## src/verilog/acpc_pkg.sv

```systemverilog
// Purpose: shared constants for the axis command precondition checker
// Assumes: two axes, X is index 0 and Y is index 1
// Notes: error codes are the decimal numbers reported to the host
package acpc_pkg;

  // ------------------------------------------------------------
  // command encodings
  // ------------------------------------------------------------
  localparam logic [2:0] CMD_NONE = 3'h0;
  localparam logic [2:0] CMD_POS_TO_SPD = 3'h1;
  localparam logic [2:0] CMD_DEC_STOP = 3'h2;
  localparam logic [2:0] CMD_POS_SYNC = 3'h3;
  localparam logic [2:0] CMD_SPD_SYNC = 3'h4;
  localparam logic [2:0] CMD_AUX_CLEAR = 3'h5;

  // ------------------------------------------------------------
  // axis indices and widths
  // ------------------------------------------------------------
  localparam int NUM_AXES = 2;
  localparam logic AXIS_X = 1'b0;
  localparam logic AXIS_Y = 1'b1;
  localparam int ERR_W = 10;
  localparam int RATIO_W = 16;

  // ------------------------------------------------------------
  // error codes and reset values
  // ------------------------------------------------------------
  localparam logic [9:0] ERR_NONE = 10'h000;
  localparam logic [9:0] ERR_PS_CIRC = 10'h139;
  localparam logic [9:0] ERR_PS_LIN = 10'h13a;
  localparam logic [9:0] ERR_PS_DECEL = 10'h13c;
  localparam logic [9:0] ERR_PS_MODE = 10'h13d;
  localparam logic [9:0] ERR_DS_JOG = 10'h142;
  localparam logic [9:0] ERR_PY_BUSY = 10'h155;
  localparam logic [9:0] ERR_PY_INH = 10'h156;
  localparam logic [9:0] ERR_PY_AUX = 10'h157;
  localparam logic [9:0] ERR_PY_ABS = 10'h158;
  localparam logic [9:0] ERR_PY_MORG = 10'h15a;
  localparam logic [9:0] ERR_PY_SELF = 10'h15b;
  localparam logic [9:0] ERR_PY_MFOL = 10'h15d;
  localparam logic [9:0] ERR_SY_MBUSY = 10'h15e;
  localparam logic [9:0] ERR_SY_BUSY = 10'h15f;
  localparam logic [9:0] ERR_SY_INH = 10'h160;
  localparam logic [9:0] ERR_SY_AUX = 10'h161;
  localparam logic [9:0] ERR_SY_SELF = 10'h163;
  localparam logic [9:0] ERR_SY_RATIO = 10'h164;

  localparam logic [1:0] AUX_RST = 2'h0;

endpackage

```

## src/verilog/acpc_rule_eval.sv

```systemverilog
// Purpose: combinational precondition evaluation for one command
// Assumes: state flags are stable in the cycle the command is taken
// Notes: first failing check in priority order gives the error code
`timescale 1ns/1ps
`default_nettype none
module acpc_rule_eval (
  input wire logic [2:0] cmd,
  input wire logic axis,
  input wire logic main_axis,
  input wire logic abs_coord,
  input wire logic [acpc_pkg::RATIO_W-1:0] main_ratio,
  input wire logic [acpc_pkg::RATIO_W-1:0] fol_ratio,
  input wire logic [1:0] busy,
  input wire logic [1:0] circ_interp,
  input wire logic [1:0] lin_interp,
  input wire logic [1:0] decel,
  input wire logic [1:0] pos_or_inch,
  input wire logic [1:0] jog,
  input wire logic [1:0] out_inhibit,
  input wire logic [1:0] origin_ok,
  input wire logic [1:0] pos_follower,
  input wire logic [1:0] aux_on,
  output logic [acpc_pkg::ERR_W-1:0] err
);
  import acpc_pkg::*;

  // ------------------------------------------------------------
  // priority check chain
  // ------------------------------------------------------------
  // earlier checks hide later ones so only one code is reported
  always_comb begin
    err = ERR_NONE;
    unique case (cmd)
      CMD_POS_TO_SPD: begin
        if (circ_interp[axis]) begin
          err = ERR_PS_CIRC;
        end else if (lin_interp[axis]) begin
          err = ERR_PS_LIN;
        end else if (decel[axis]) begin
          err = ERR_PS_DECEL;
        end else if (!pos_or_inch[axis]) begin
          err = ERR_PS_MODE;
        end
      end
      CMD_DEC_STOP: begin
        if (jog[axis]) begin
          err = ERR_DS_JOG;
        end
      end
      CMD_POS_SYNC: begin
        if (busy[axis]) begin
          err = ERR_PY_BUSY;
        end else if (out_inhibit[axis]) begin
          err = ERR_PY_INH;
        end else if (aux_on[axis]) begin
          err = ERR_PY_AUX;
        end else if (abs_coord && !origin_ok[axis]) begin
          err = ERR_PY_ABS;
        end else if (main_axis == axis) begin
          err = ERR_PY_SELF;
        end else if (!origin_ok[main_axis]) begin
          err = ERR_PY_MORG;
        end else if (pos_follower[main_axis]) begin
          err = ERR_PY_MFOL;
        end
      end
      CMD_SPD_SYNC: begin
        if (busy[axis]) begin
          err = ERR_SY_BUSY;
        end else if (out_inhibit[axis]) begin
          err = ERR_SY_INH;
        end else if (aux_on[axis]) begin
          err = ERR_SY_AUX;
        end else if (main_axis == axis) begin
          err = ERR_SY_SELF;
        end else if (busy[main_axis]) begin
          err = ERR_SY_MBUSY;
        end else if (main_ratio == '0 || fol_ratio == '0) begin
          err = ERR_SY_RATIO;
        end
      end
      default: begin
        err = ERR_NONE;
      end
    endcase
  end

endmodule
`default_nettype wire

```

## src/verilog/acpc_top.sv

```systemverilog
// Purpose: take host motion commands, check preconditions, accept or refuse
// Assumes: motion engine state flags are synchronous to clk
// Notes: one command per cycle; answer one cycle after it is taken
`timescale 1ns/1ps
`default_nettype none
module acpc_top (
  input wire logic clk,
  input wire logic rst_b,
  input wire logic clk_en,
  input wire logic cmd_valid,
  input wire logic [2:0] cmd_code,
  input wire logic cmd_axis,
  input wire logic main_axis,
  input wire logic abs_coord,
  input wire logic [acpc_pkg::RATIO_W-1:0] main_ratio,
  input wire logic [acpc_pkg::RATIO_W-1:0] fol_ratio,
  input wire logic [1:0] busy,
  input wire logic [1:0] circ_interp,
  input wire logic [1:0] lin_interp,
  input wire logic [1:0] decel,
  input wire logic [1:0] pos_or_inch,
  input wire logic [1:0] jog,
  input wire logic [1:0] out_inhibit,
  input wire logic [1:0] origin_ok,
  input wire logic [1:0] pos_follower,
  input wire logic [1:0] aux_set,
  output logic [1:0] aux_code_on,
  output logic start_pulse,
  output logic [2:0] start_cmd,
  output logic start_axis,
  output logic start_main,
  output logic reject_pulse,
  output logic [acpc_pkg::ERR_W-1:0] err_code,
  output logic [1:0] err_axis_flag
);
  import acpc_pkg::*;

  logic [ERR_W-1:0] eval_err;
  logic [1:0] aux_q;
  logic [1:0] aux_d;
  logic start_q;
  logic start_d;
  logic [2:0] scmd_q;
  logic [2:0] scmd_d;
  logic saxis_q;
  logic saxis_d;
  logic smain_q;
  logic smain_d;
  logic rej_q;
  logic rej_d;
  logic [ERR_W-1:0] err_q;
  logic [ERR_W-1:0] err_d;
  logic [1:0] eflag_q;
  logic [1:0] eflag_d;
  logic motion_cmd;
  logic [1:0] axis_sel;

  // ------------------------------------------------------------
  // command decode
  // ------------------------------------------------------------
  // shared by the next-state logic and the checks below
  function automatic logic is_motion(input logic [2:0] code);
    return code == CMD_POS_TO_SPD || code == CMD_DEC_STOP ||
           code == CMD_POS_SYNC || code == CMD_SPD_SYNC;
  endfunction

  // ------------------------------------------------------------
  // precondition evaluation
  // ------------------------------------------------------------
  acpc_rule_eval u_eval (
    .cmd(cmd_code),
    .axis(cmd_axis),
    .main_axis(main_axis),
    .abs_coord(abs_coord),
    .main_ratio(main_ratio),
    .fol_ratio(fol_ratio),
    .busy(busy),
    .circ_interp(circ_interp),
    .lin_interp(lin_interp),
    .decel(decel),
    .pos_or_inch(pos_or_inch),
    .jog(jog),
    .out_inhibit(out_inhibit),
    .origin_ok(origin_ok),
    .pos_follower(pos_follower),
    .aux_on(aux_q),
    .err(eval_err)
  );

  // ------------------------------------------------------------
  // next-state computation
  // ------------------------------------------------------------
  // main_axis is one bit, so only 0 (X) and 1 (Y) can be named
  always_comb begin
    motion_cmd = cmd_valid && is_motion(cmd_code);
    axis_sel = cmd_axis ? 2'h2 : 2'h1;
    // set by the engine wins over a clear in the same cycle
    aux_d = aux_q;
    if (cmd_valid && cmd_code == CMD_AUX_CLEAR) begin
      aux_d = aux_q & ~axis_sel;
    end
    aux_d = aux_d | aux_set;
    start_d = 1'b0;
    rej_d = 1'b0;
    scmd_d = scmd_q;
    saxis_d = saxis_q;
    smain_d = smain_q;
    err_d = err_q;
    eflag_d = eflag_q;
    if (motion_cmd) begin
      if (eval_err == ERR_NONE) begin
        start_d = 1'b1;
        scmd_d = cmd_code;
        saxis_d = cmd_axis;
        smain_d = main_axis;
      end else begin
        // refused: no start, previous start info kept, code latched
        rej_d = 1'b1;
        err_d = eval_err;
        eflag_d = eflag_q | axis_sel;
      end
    end
  end

  // ------------------------------------------------------------
  // state registers
  // ------------------------------------------------------------
  always_ff @(posedge clk or negedge rst_b) begin
    if (!rst_b) begin
      aux_q <= AUX_RST;
      start_q <= 1'b0;
      scmd_q <= CMD_NONE;
      saxis_q <= AXIS_X;
      smain_q <= AXIS_X;
      rej_q <= 1'b0;
      err_q <= ERR_NONE;
      eflag_q <= 2'h0;
    end else if (clk_en) begin
      aux_q <= aux_d;
      start_q <= start_d;
      scmd_q <= scmd_d;
      saxis_q <= saxis_d;
      smain_q <= smain_d;
      rej_q <= rej_d;
      err_q <= err_d;
      eflag_q <= eflag_d;
    end
  end

  // outputs straight from flip-flops
  assign aux_code_on = aux_q;
  assign start_pulse = start_q;
  assign start_cmd = scmd_q;
  assign start_axis = saxis_q;
  assign start_main = smain_q;
  assign reject_pulse = rej_q;
  assign err_code = err_q;
  assign err_axis_flag = eflag_q;
endmodule
`default_nettype wire

```

## config.mk

```make
export PLATFORM = sky130hd
export DESIGN_NAME = acpc_top
export DESIGN_NICKNAME = d
export VERILOG_FILES = /design/src/verilog/acpc_pkg.sv /design/src/verilog/acpc_rule_eval.sv /design/src/verilog/acpc_top.sv
export SDC_FILE = /design/constraint.sdc
export NUM_CORES = 1
export LEC_CHECK = 0
export BUFFER_PORTS_ARGS = -buffer_cell sky130_fd_sc_hd__buf_2
export CELL_PAD_IN_SITES_DETAIL_PLACEMENT = 1
export CELL_PAD_IN_SITES_GLOBAL_PLACEMENT = 2
export CORE_AREA = 2 2 107 57
export CTS_BUF_LIST = sky130_fd_sc_hd__clkbuf_8
export DETAILED_ROUTE_END_ITERATION = 10
export DIE_AREA = 0 0 109 59
export GPL_TIMING_DRIVEN = 0
export PLACE_DENSITY = 0.95
export SLEW_MARGIN = 40
export SYNTH_ARGS = -nofsm -noshare
export SYNTH_HDL_FRONTEND = slang
export SYNTH_SLANG_ARGS = --single-unit
```

## constraint.sdc

```tcl
create_clock -name clk -period 3.5 [get_ports clk]
set_clock_uncertainty 0.2 [all_clocks]
set_input_delay 0.175 -clock clk [delete_from_list [all_inputs] [get_ports clk]]
set_output_delay 0.175 -clock clk [all_outputs]
set_load 0.005 [all_outputs]
```

# == Word-level counts from Yosys, hierarchy flattened ==
# Cells that the tools add are included.
# W data, S select, Z words.
# classes
magnitude_cmp,2
n_eq_ne,6
n_mux,49
n_bitwise,5
reduce_logical,13
# ops
operator,count
$mux W10,14
$pmux W10 S4,1
$mux W9,4
$logic_not A16 Y1,2
$mux W1,28
$logic_not A10 Y1,1
$eq A3 B2 Y1 const B,2
$eq A3 B3 Y1 const B,2
$reduce_and A3 Y1,2
$logic_or A1 B1 Y1,4
$lt A1 B2 Y1 const B,2
$mux W2,2
$or A2 B2 Y2,2
$eq A3 B1 Y1 const B,1
$logic_and A1 B1 Y1,3
$and A2 B2 Y2,1
$not A2 Y2,1
$eq A1 B1 Y1,1
$logic_not A1 Y1,1
$not A1 Y1,1
# totals
regBits,21
input_bits,62
wordCells,83

# == Longest topological paths before layout ==
# logic_depth
word_depth,13
depth_mapped,7
ltp_nobuf,6

# == By module ==
# Synthesis repeated with hierarchy kept, for this count alone.
# unflattened
hier_cells,164
area_unflattened_um2,1561.5
# by_module_without_submodules
module,instances,cells_per_inst,area_per_inst_um2,seq_area_each_um2
acpc_top,1,60,884.6,525.5
acpc_rule_eval,1,104,676.9,0.0

# == Worst setup path after synthesis ==
# No wires, ideal clock.
# synth_path
kind,register -> register
from,reg aux_q[1] (netlist: aux_code_on[1])
to,reg err_q[1] (netlist: err_code[1])
arrival_ns,2.032
t_required_ns,3.172
path_slack_ns,1.140
stages_incl_launch_ff,7
period_less_slack_ns,2.360
cell_sequence,dfrtp_1 or3b_4 mux2i_4 nand3_2 o311a_4 a211oi_4 mux2_1
# synth_via
elab_chain_len,9
word_cells_on_any_way,12
classes_between,mux (9); bitwise (1); reduce/logical (2)
# synth_lines
element,line,source
from (decl),acpc_top.sv:39,logic [1:0] aux_q;
from (signal assigned),acpc_top.sv:139,aux_q <= aux_d;
$mux W1 (implied by the code) (*) (2 in series),"acpc_rule_eval.sv:55, acpc_rule_eval.sv:72",
"$mux W10, on equally long branches","acpc_rule_eval.sv:72, acpc_rule_eval.sv:55",
"$mux W10, on equally long branches","acpc_rule_eval.sv:70, acpc_rule_eval.sv:53",
"$mux W10, on equally long branches","acpc_rule_eval.sv:68, acpc_rule_eval.sv:51",
$pmux W10 S4 (*),acpc_rule_eval.sv:33,unique case (cmd)
$logic_not A10 Y1,acpc_top.sv:111,if (eval_err == ERR_NONE) begin
$not A1 Y1 (no line),n/a,
$reduce_and A3 Y1 (no line),n/a,
to (signal assigned),acpc_top.sv:145,err_q <= err_d;
to (decl),acpc_top.sv:51,logic [ERR_W-1:0] err_q;
# Mark *: on every way between the ends. The rest lies on a longest branch, timed or not. The select of a mux whose other input is x is not followed.
# A chain may end at the register's enable or synchronous reset.

# == Worst setup path in the final report ==
# layout_path
from,reg aux_q[0] (netlist: aux_code_on[0])
to,reg err_q[1] (netlist: err_code[1])
# Same word-level chain as after synthesis.

==> reports/results.ini <==
[worst_hold_path]
worstHoldPathType = primary input to flop
whs_endpoint = aux_code_on[1]$_DFFE_PN0P_
min_path_cells = 3
hp-start = clk_en

[clock_network]
cts_buffers = 3
cts_root_buf = clkbuf_8
insertion_delay_ns = 0.25
cts.hold.buffers_added = 3
clkTransAtPathRegs_ns = 0.06
cts_tree = built
post_cts_buffers = 0
cts_buffer_depth = 2
cts_resized = 0
h-tree-depth = 1
cts.sinks = 19

[synth]
ys.flop_type = dfrtp_1
synth-seq-cells = 19
avgSynthCellArea_sq_um = 8.63
synthArstFlopShare = 1.00
yosysUniqueCellTypes = 47
synth_edf_count = 0
synthCells = 162
syn_area_sq_mm = 0.00140
synth_warnings = 0
yosysSeqAreaShare = 0.340

[timing]
tns_ns = 0
whs_ns = 0.0130
hold_viol_final = 0
timing.fmax_mhz = 386
setup_violations = 0
fin_crit_ns = 2.59
worstMarginPinSlew_ns = 0.585
slew_headroom = 0.606
fin_crit_sh = 0.740
drv_slew = 0
rsz0062_at_grt = no

[cells_and_area]
diodes = 0
drive_gt1_frac = 0.404
multiInputGateArea_sq_um = 870
syn2layout_area_growth_pct = 40.8
fin_nets = 313
final_cell_mix = 81 x buf_2, 19 x dfrtp_1, 18 x nor2_1, 13 x nand2_1, 12 x o21ai_0
fillers = 673
final_common_cell = buf_2
regArea_sq_um = 475

[critical_path]
rr_endpoint = err_code[1]$_DFFE_PN0P_
cp.arrival_ns = 2.53
cp_max_fo = 7
critPathKind = flop to flop
r2r_slack_ns = 0.91
cp-end-kind = flop
worstSetupStartpoint = aux_code_on[0]$_DFFE_PN0P_
r2r-start = aux_code_on[0]$_DFFE_PN0P_
startpoint_type = flop
crit_required_ns = 3.44
r2r_cells = 6

[job]
max_cap_viol_count = 0

[floorplan]
die_w_um = 109
fp.dieH_um = 59
row_count = 19
die-area_sq_mm = 0.00643
core_sq_mm = 0.00540
initial_utilization = 0.259
io_pins = 83

[global_route]
antenna_found_initial = 0
grt-ovfl-total = 0
grtUsageTotal = 0.167
grt_pass1_wl_um = 8420
first_global_vias = 1791
grt_max_degree = 20

[run_status]
status = finished, final reports clean

[detailed_routing]
drc = 0
routed_via_density = 4.94
postRouteAntennaNets = 0
drt-initial-drc-count = 39
wl_per_cell_um = 15.5
vias = 1597
routed_wirelength_um = 5000
first_pass_iters = 4

[pwr]
cellPowerDensity_mw_per_mm2 = 339
ir_drop_v = 0.000138
leakage_nw = 0.931

[placed_design]
port_buffers = 80
gp_congestion = 0.842
hpwlAfterDp_um = 4170

how the worst max path moves through the flow:
stage | endpoint | slack (ns) | cells after the start
2_1_floorplan | err_code[1]$_DFFE_PN0P_ | 1.14 | 6
6_report | err_code[1]$_DFFE_PN0P_ | 0.91 | 6
3_5_place_dp | err_code[1]$_DFFE_PN0P_ | 0.92 | 8
3_3_place_gp | err_code[1]$_DFFE_PN0P_ | 0.97 | 6
4_1_cts | err_code[1]$_DFFE_PN0P_ | 0.91 | 6
5_1_grt | err_code[1]$_DFFE_PN0P_ | 0.78 | 6
final cells by class:
cell class | count | share of cell area
clock inverter | 1 | 0.00191
tap | 73 | 0.0464
clock buffer | 3 | 0.0210
multi-input combinational | 131 | 0.442
buffer | 6 | 0.0159
sequential | 19 | 0.241
inverter | 7 | 0.0133
timing repair buffer | 83 | 0.219
cells in the mapped netlist, types with 2 or more instances:
cell type / number / area (sq um)
nand3_1: 2 / 10.0
a21oi_1: 9 / 45.0
and3_1: 2 / 12.5
nor2_1: 18 / 67.6
nand4_1: 4 / 25.0
o21bai_1: 3 / 22.5
clkbuf_1: 3 / 11.3
or3_1: 2 / 12.5
a211oi_1: 2 / 15.0
o211ai_1: 2 / 15.0
a21oi_2: 2 / 17.5
nor3_1: 6 / 30.0
o21ai_0: 12 / 60.1
inv_1: 7 / 26.3
nand2_1: 13 / 48.8
mux2_2: 6 / 67.6
dfrtp_1: 19 / 475
nor2b_1: 7 / 43.8
buf_4: 2 / 15.0
nor4_1: 8 / 50.1
mux2i_1: 6 / 60.1
nor3b_1: 2 / 15.0
critical path, cell delays in order, from the launching register on:
cell	delay, ns
dfrtp_1	0.46
or3_1	0.45
o22ai_1	0.29
and3_1	0.22
a21oi_2	0.10
a211oi_4	0.40
mux2_1	0.35
sequential cells by signal (all words and copies together) (netlist names):
name	flops
start_axis	1
reject_pulse	1
err_code	8
start_main	1
aux_code_on	2
start_pulse	1
err_axis_flag	2
start_cmd	3
power breakdown:
group | switching, mW | total, mW | internal, mW
Combinational | 0.109 | 0.224 | 0.115
Clock | 0.0687 | 0.147 | 0.0781
Sequential | 0.0270 | 0.297 | 0.271
Total | 0.204 | 0.668 | 0.464
routing by layer:
layer / vias up / part of all wire / track usage
li1: 777 / - / -
met1: 773 / 0.45 / 0.217
met2: 38 / 0.49 / 0.283
met3: 9 / 0.046 / 0.0286
met4: 0 / 0.017 / 0.0604
met5: - / 0 / 0
stage by stage:
stage / setup slack [ns] / instances / power, mW / util / instance area (sq um)
after floorplan: 1.14 / 163 / 0.394 / - / 1400
after global placement: 0.967 / 316 / 0.515 / 0.351 / 1890
after detailed placement: 0.919 / 316 / 0.526 / 0.351 / 1890
after CTS: 0.906 / 323 / 0.675 / 0.365 / 1970
after global routing: 0.783 / 323 / 0.715 / 0.365 / 1970
final: 0.910 / 323 / 0.668 / 0.365 / 1970
logic make-up (layout without fill, tap and decap cells):
group / Yosys count / after routing / synth area share
buffers and inverters: 13 / 100 / 0.0411
AND/OR/NAND/NOR: 69 / 69 / 0.260
other: 1 / 2 / 0.00268
flip-flops: 19 / 19 / 0.340
multiplexers: 14 / 14 / 0.115
AO/OA/AOI/OAI: 46 / 46 / 0.241
(Power assumes the default switching activity.)
